## config.mk

```make
export PLATFORM = sky130hd
export DESIGN_NAME = mrx_core
export DESIGN_NICKNAME = d
export VERILOG_FILES = /design/src/rtl/mrx_alu.v /design/src/rtl/mrx_core.v
export VERILOG_INCLUDE_DIRS = /design/src /design/src/rtl
export SDC_FILE = /design/constraint.sdc
export NUM_CORES = 1
export LEC_CHECK = 0
export BUFFER_PORTS_ARGS = -buffer_cell sky130_fd_sc_hd__buf_2
export CAP_MARGIN = 20
export CORE_MARGIN = 2
export CORE_UTILIZATION = 50
export CTS_BUF_LIST = sky130_fd_sc_hd__clkbuf_2
export DETAILED_ROUTE_END_ITERATION = 6
export PLACE_DENSITY = 0.68
export SLEW_MARGIN = 25
export SYNTH_ARGS = -nofsm -noshare
export SYNTH_HDL_FRONTEND = slang
export SYNTH_HIERARCHICAL = 1
export SYNTH_SLANG_ARGS = --single-unit
```

## constraint.sdc

```tcl
create_clock -name i_clock -period 7.4 [get_ports i_clock]
set_input_delay 0.74 -clock i_clock [delete_from_list [all_inputs] [get_ports i_clock]]
set_output_delay 0.74 -clock i_clock [all_outputs]
set_load 0.1 [all_outputs]
```

## src/rtl/mrx_defs.vh

```
/*
 Constants for the move / OR / return execution core.
 Assumes it is included by bare name from the rtl/ modules and the tb/ benches.
*/
// What this block does
// - OR working reg with file reg, set zero
// - Destination bit picks working or file reg
// - Copy-file always updates zero flag
// - Store working reg to file, flags unchanged
// - Load literal into working reg, flags unchanged
// - Interrupt return pops stack into program counter
// - Interrupt return sets global interrupt enable bit7
// - Interrupt return takes two instruction cycles
`ifndef MRX_DEFS_VH
`define MRX_DEFS_VH

// Operation select codes on i_op
`define MRX_OP_IDLE       3'h0
`define MRX_OP_OR_W_FILE  3'h1
`define MRX_OP_COPY_FILE  3'h2
`define MRX_OP_STORE_W    3'h3
`define MRX_OP_LOAD_LIT   3'h4
`define MRX_OP_IRQ_RETURN 3'h5

// Field positions and widths
`define MRX_ADDR_W        7
`define MRX_DATA_W        8
`define MRX_PC_W          13
`define MRX_GIE_BIT       7
`define MRX_FILE_DEPTH    128

// Reset values
`define MRX_W_RST         8'h00
`define MRX_IRQ_CONTROL_REG_RST    8'h00
`define MRX_PC_RST        13'h0000

// Cycle counts
`define MRX_RETURN_CYCLES 2

`endif

```

## src/rtl/mrx_alu.v

```verilog
/*
 Result and zero-flag update-enable generator for the execution core.
 Assumes operands are registered by the caller; purely combinational.
*/
`timescale 1ns/1ps
`include "mrx_defs.vh"

module mrx_alu (
   // Operation and operands
   input  wire [2:0] i_op,
   input  wire [7:0] i_w,
   input  wire [7:0] i_file,
   input  wire [7:0] i_literal,
   // Result and zero-flag update enable
   output reg  [7:0] o_result,
   output reg        o_zero_upd
);

   ////////////////////////////////////////////////////////////////////////
   // Result mux; zero update only for OR and copy
   always @* begin
      o_result   = i_w;
      o_zero_upd = 1'b0;
      case (i_op)
         `MRX_OP_OR_W_FILE: begin
            o_result   = i_w | i_file;
            o_zero_upd = 1'b1;
         end
         `MRX_OP_COPY_FILE: begin
            o_result   = i_file;
            o_zero_upd = 1'b1;
         end
         `MRX_OP_STORE_W: begin
            o_result   = i_w;
         end
         `MRX_OP_LOAD_LIT: begin
            o_result   = i_literal;
         end
         default: begin
            o_result   = i_w;
            o_zero_upd = 1'b0;
         end
      endcase
   end

endmodule // mrx_alu

```

## src/rtl/mrx_core.v

```verilog
/*
 Execution core for OR, move, load, idle and interrupt-return.
 Holds the working register, the zero flag, the interrupt control
 register, the program counter image and the 128-word file register
 array, and sequences the two-cycle interrupt return.
 Assumes the fetch stage presents one instruction with i_valid for one
 cycle while o_ready is high; the caller owns the stack contents and
 pops when o_stack_pop pulses. All inputs come from logic on i_clock,
 so none of them is synchronised here.
*/
`timescale 1ns/1ps
`include "mrx_defs.vh"

module mrx_core (
   // Clock and reset
   input  wire                         i_clock,
   input  wire                         i_reset_n,
   // Instruction in
   input  wire                         i_valid,
   input  wire [2:0]                   i_op,
   input  wire [`MRX_ADDR_W-1:0]       i_addr,
   input  wire                         i_dest,
   input  wire [`MRX_DATA_W-1:0]       i_literal,
   // Return stack
   input  wire [`MRX_PC_W-1:0]         i_stack_top,
   output reg                          o_stack_pop,
   // Architectural state, pc load strobe and handshake
   output reg  [`MRX_DATA_W-1:0]       o_working,
   output reg                          o_zero,
   output reg  [`MRX_DATA_W-1:0]       o_irq_control,
   output reg  [`MRX_PC_W-1:0]         o_pc,
   output reg                          o_pc_load,
   output reg                          o_ready,
   output reg                          o_done
);

   ////////////////////////////////////////////////////////////////////////
   // Sequencer states
   // ST_RUN accepts one instruction per cycle; ST_RET2 is the flushed
   // second cycle of an interrupt return, during which nothing is taken.
   localparam ST_RUN  = 1'b0;
   localparam ST_RET2 = 1'b1;

   ////////////////////////////////////////////////////////////////////////
   // Storage and internal nets
   reg  [`MRX_DATA_W-1:0] file_mem [0:`MRX_FILE_DEPTH-1];
   reg                    state_ff;
   wire [`MRX_DATA_W-1:0] file_rd;
   wire [`MRX_DATA_W-1:0] alu_res;
   wire                   alu_zupd;
   wire                   take;
   wire                   dec_wr_file;
   wire                   dec_wr_work;
   wire                   dec_return;
   reg  [`MRX_DATA_W-1:0] nxt_working;
   reg                    nxt_zero;
   reg  [`MRX_DATA_W-1:0] nxt_irq_control;
   reg  [`MRX_PC_W-1:0]   nxt_pc;
   reg                    nxt_state;

   ////////////////////////////////////////////////////////////////////////
   // Decode helpers
   // Kept as functions so the write-enable and the working-register
   // paths decode the destination bit in exactly the same way.

   // Op carries a file operand and a destination bit
   function is_file_op;
      input [2:0] op;
      begin
         is_file_op = (op == `MRX_OP_OR_W_FILE) || (op == `MRX_OP_COPY_FILE);
      end
   endfunction

   // Op writes the addressed file register
   function writes_file;
      input [2:0] op;
      input       dest;
      begin
         writes_file = (op == `MRX_OP_STORE_W) || (is_file_op(op) && dest);
      end
   endfunction

   // Op writes the working register
   function writes_working;
      input [2:0] op;
      input       dest;
      begin
         writes_working = (op == `MRX_OP_LOAD_LIT) || (is_file_op(op) && !dest);
      end
   endfunction

   ////////////////////////////////////////////////////////////////////////
   // Acceptance and decoded strobes
   // Read is asynchronous, so a read of a word written this same cycle
   // sees the old value; the bench relies on that.
   assign file_rd     = file_mem[i_addr];
   assign take        = i_valid & o_ready;
   assign dec_wr_file = take & writes_file(i_op, i_dest);
   assign dec_wr_work = take & writes_working(i_op, i_dest);
   assign dec_return  = take & (i_op == `MRX_OP_IRQ_RETURN);

   ////////////////////////////////////////////////////////////////////////
   // Datapath helper
   mrx_alu mrx_alu_i (
      .i_op       (i_op),
      .i_w        (o_working),
      .i_file     (file_rd),
      .i_literal  (i_literal),
      .o_result   (alu_res),
      .o_zero_upd (alu_zupd)
   );

   ////////////////////////////////////////////////////////////////////////
   // File register writes; no reset so it maps to plain memory
   always @(posedge i_clock) begin
      if (i_reset_n && dec_wr_file) begin
         file_mem[i_addr] <= alu_res;
      end
   end

   ////////////////////////////////////////////////////////////////////////
   // Next architectural state
   // Defaults hold every value, so idle and any unused op code change
   // nothing; flags move only for ops that the ALU marks.
   always @* begin
      nxt_working     = o_working;
      nxt_zero        = o_zero;
      nxt_irq_control = o_irq_control;
      nxt_pc          = o_pc;
      nxt_state       = state_ff;
      case (state_ff)
         ST_RUN: begin
            if (take && alu_zupd) begin
               nxt_zero = (alu_res == 8'h00);
            end
            if (dec_wr_work) begin
               nxt_working = alu_res;
            end
            if (dec_return) begin
               nxt_pc                         = i_stack_top;
               nxt_irq_control[`MRX_GIE_BIT]  = 1'b1;
               nxt_state                      = ST_RET2;
            end
         end
         ST_RET2: begin
            // Flushed slot: no state moves, just return to run
            nxt_state = ST_RUN;
         end
         default: begin
            nxt_state = ST_RUN;
         end
      endcase
   end

   ////////////////////////////////////////////////////////////////////////
   // Register stage
   // Return walk: take edge -> pc, pop, enable bit set and ready low;
   // next edge -> pc_load and done pulse, ready high again. Ready is
   // derived from the next state so it falls in the same edge that
   // enters the flushed slot and an offer in that slot is refused.
   always @(posedge i_clock) begin
      if (!i_reset_n) begin
         state_ff      <= ST_RUN;
         o_working     <= `MRX_W_RST;
         o_zero        <= 1'b0;
         o_irq_control <= `MRX_IRQ_CONTROL_REG_RST;
         o_pc          <= `MRX_PC_RST;
         o_pc_load     <= 1'b0;
         o_stack_pop   <= 1'b0;
         o_ready       <= 1'b1;
         o_done        <= 1'b0;
      end else begin
         state_ff      <= nxt_state;
         o_working     <= nxt_working;
         o_zero        <= nxt_zero;
         o_irq_control <= nxt_irq_control;
         o_pc          <= nxt_pc;
         // Pop and pc_load pulse for one cycle; done stays high across back-to-back completions
         o_stack_pop   <= dec_return;
         o_pc_load     <= (state_ff == ST_RET2);
         o_done        <= (take && !dec_return) || (state_ff == ST_RET2);
         o_ready       <= (nxt_state == ST_RUN);
      end
   end

   ////////////////////////////////////////////////////////////////////////
   // Usage notes
   // The stack itself lives outside; this core only samples the top
   // value on the take edge and asks for one pop. A caller that also
   // pushes must not do so in the cycle of o_stack_pop.
   // The file array has no reset: software must write before reading.
   // Codes 6 and 7 on i_op behave as idle and complete in one cycle.

endmodule // mrx_core

```

==> flow_summary.toml <==
[synth]
synth_flop_cell = "edfxtp_1"
yosys-top-cells-area = "edfxtp_1 73%, mux2i_1 3.3%, a22oi_1 2.4%"
synth-edff-count = 1024
synth_largest_area_cell = "edfxtp_1"
ys_seq_area_share_pct = 74.7
ys_ff_latch = 1052
netlist_instances = 2580
synth_top_area_share_pct = 73.3
avgSynthCellArea_sq_um = 16.3
syn_area_sq_mm = 0.0419
synth_cell_types = 90
async_reset_ff_share_pct = 0
synth-warning-count = 6

[clocking]
cts.sinks = 1052
cts_setup_buffers = 0
cts_root_buf = "clkbuf_2"
clockBufferDepth = 4
clkSlewWorstSetupHoldPaths_ps = 110
cts_hold_buf = 49
cts_resized = 0
cts_buffers = 280
insertion_delay_ps = 1500
cts-htree-levels = 5
cts_tree = "done"

[global_route]
grt_overflow_total = 0
antenna_found_initial = 6
grt_pass1_wl_mm = 184
grt_max_degree = 101
grt_pass1_vias = 27200
grt_usage_pct = 29.7

[floorplanning]
die-height_um = 294
coreArea_sq_mm = 0.0833
io_pins = 69
dieArea_sq_mm = 0.0862
rows = 106
initial_core_util_pct = 50.3
fp.dieW_um = 294

[detailed_routing]
ant_nets = 0
drt-vias-per-instance = 6.68
drt_wl_total_mm = 129
drc_errors = 0
wl_per_cell_um = 31.3
vias = 27600
initialDrtViolationCount = 4622
firstDrtPassIters = 7

[worst_setup_path]
worst-r2r-cell-count = 13
critPathKind = "in2reg"
critPathArrivalTime_ps = 7310
setup.worst_path.start_class = "input port"
critPathMaxFanout = 82
required_ps = 8820
end_kind = "flip-flop"

[placement]
io_buffers = 61
hpwl_mm = 76.0
place_congestion = 0.896

[final_layout]
drive_above_1_share_pct = 21.5
syn_to_final_growth_pct = 10.7
regArea_sq_mm = 0.0313
fin_util_pct = 55.7
final_nets = 2905
fillCellCount = 6539
multi_input_area_sq_mm = 0.00973

[worst_hold_path]
holdPathStages = 3
min_path_type = "in2reg"

[power]
powerDensity_mw_per_mm2 = 246
p_leak_nw = 15.6
peakVddDrop_uv = 154

[sta]
slew_viol_final = 0
finalSetupViolations = 0
final.min_clock_period_ps = 5890
fin_tns_setup_ps = 0
timing.final.crit_share_pct = 79.5
maxSlewHeadroom_pct = 23.4
whs_ps = 147
rsz0062_at_grt = "false"
worst_pin_slew_ps = 1150
final-hold-violation-count = 0
clock_skew_ps = 170
fmax_mhz = 170

[job]
drv_cap = 0

[outcome]
outcome = "finished clean"
-- logic make-up (layout without fill, tap and decap cells) --
| family | count (synthesis) | after routing | synth area share, % |
|---|---|---|---|
| compound gates | 743 | 743 | 13.6 |
| xor+xnor | 1 | 1 | 0.0209 |
| buf+inv | 217 | 669 | 2.79 |
| flops | 1052 | 1052 | 74.7 |
| mux | 177 | 177 | 4.46 |
| other cells | 1 | 13 | 0.00894 |
| simple gates | 389 | 389 | 4.44 |
-- critical path, cell delays in order --
cell and delay [ps]:
clkbuf_8 580, nand2b_4 800, buf_12 330, o22ai_1 170, a221oi_1 510, o22ai_1 220
o31ai_1 690, nand4_1 450, a32oi_1 420, o221ai_4 380, nor4_1 410, nand4_1 140
dlygate4sd3_1 580, a21boi_0 190, dlygate4sd3_1 580
-- state kept, by name (all words and copies together), names as in the netlist --
signal,cells
file_mem,1024
o_irq_control,1
o_ready,1
o_done,1
o_pc,13
o_pc_load,1
o_zero,1
state_ff,1
o_stack_pop,1
o_working,8
-- worst paths after layout --
kind	from	to	slack, ps
max	i_addr[1]	o_zero	1510
min	i_literal[4]	file_mem[17][4]	150
max reg2reg	file_mem[66][3]	o_zero	2120
min reg2reg	o_irq_control[7]	o_irq_control[7]	440
-- synthesized netlist by cell type (26+ instances only) --
library cell     n
o221ai_1        41
nor2_1         166
dfxtp_1         28
mux2_2          27
a22oi_1        132
buf_4           31
o22ai_1         71
buf_2           89
a222oi_1        26
nand2_1         86
edfxtp_1      1024
nor2b_1         34
o21ai_0         51
a21oi_1         74
a22o_1          65
clkbuf_1        57
a221oi_1       100
mux2i_1        138
-- area by class of cell --
type,instances,share of cell area [%]
multi-input cells,1317,21.0
inverters,11,0.0944
diodes,6,0.0324
clock buffers,380,4.10
flip-flops and latches,1052,67.5
repair buffers,208,3.58
clock inverters,70,0.820
well taps,1080,2.91
-- cell usage in the layout, fill, tap and decap left out, drive strengths merged, types with 6 or more instances in the layout --
cell type | netlist | layout
o221ai | 42 | 42
o2111ai | 7 | 7
mux2i | 138 | 138
a32oi | 13 | 13
a31oi | 19 | 19
and3 | 11 | 11
nor3 | 13 | 13
a221o | 8 | 8
o22ai | 71 | 71
clkbuf | 58 | 382
a22o | 65 | 65
and2 | 13 | 13
nor2 | 169 | 169
nand2 | 86 | 86
nand2b | 6 | 6
dlygate4sd3 | 0 | 50
o211ai | 10 | 10
o22a | 20 | 20
edfxtp | 1024 | 1024
buf | 148 | 156
clkinv | 1 | 60
conb | 1 | 7
a222oi | 26 | 26
o31ai | 9 | 9
nor3b | 8 | 8
a22oi | 133 | 133
diode | 0 | 6
or3 | 6 | 6
a211oi | 9 | 9
nor2b | 34 | 34
and3b | 9 | 9
o21ai | 54 | 54
mux2 | 35 | 35
dfxtp | 28 | 28
a21bo | 23 | 23
inv | 10 | 17
a221oi | 102 | 102
nand3 | 7 | 7
a21oi | 74 | 74
-- per-layer routing --
layer | part of all wire [%] | vias to the layer above | track usage [%] | wire length, um
li1 | - | 11300 | - | -
met4 | 5.9 | 6 | 17.7 | 7570
met3 | 13 | 457 | 8.33 | 16900
met2 | 45 | 2212 | 44.8 | 58600
met1 | 36 | 13600 | 38.7 | 46000
met5 | 0.057 | - | 0 | 74
-- through the flow --
stage / instances / setup slack, ps / power [mW] / area [sq um]
after detailed placement: 3617 / 1350 / 7.67 / 43600
after global routing: 4122 / 1450 / 11.8 / 46400
after global placement: 3616 / 1440 / 7.65 / 43500
after CTS: 4116 / 1990 / 11.4 / 46300
after floorplan: 2586 / 290 / 7.35 / 42000
final: 4124 / 1510 / 11.4 / 46400
-- where the power goes --
part / switching, mW / total [mW] / internal, mW
combinational: 0.712 / 0.958 / 0.246
clock: 2.30 / 3.82 / 1.51
sequential: 0.00365 / 6.63 / 6.63
Power figures use the tool's default switching activity.
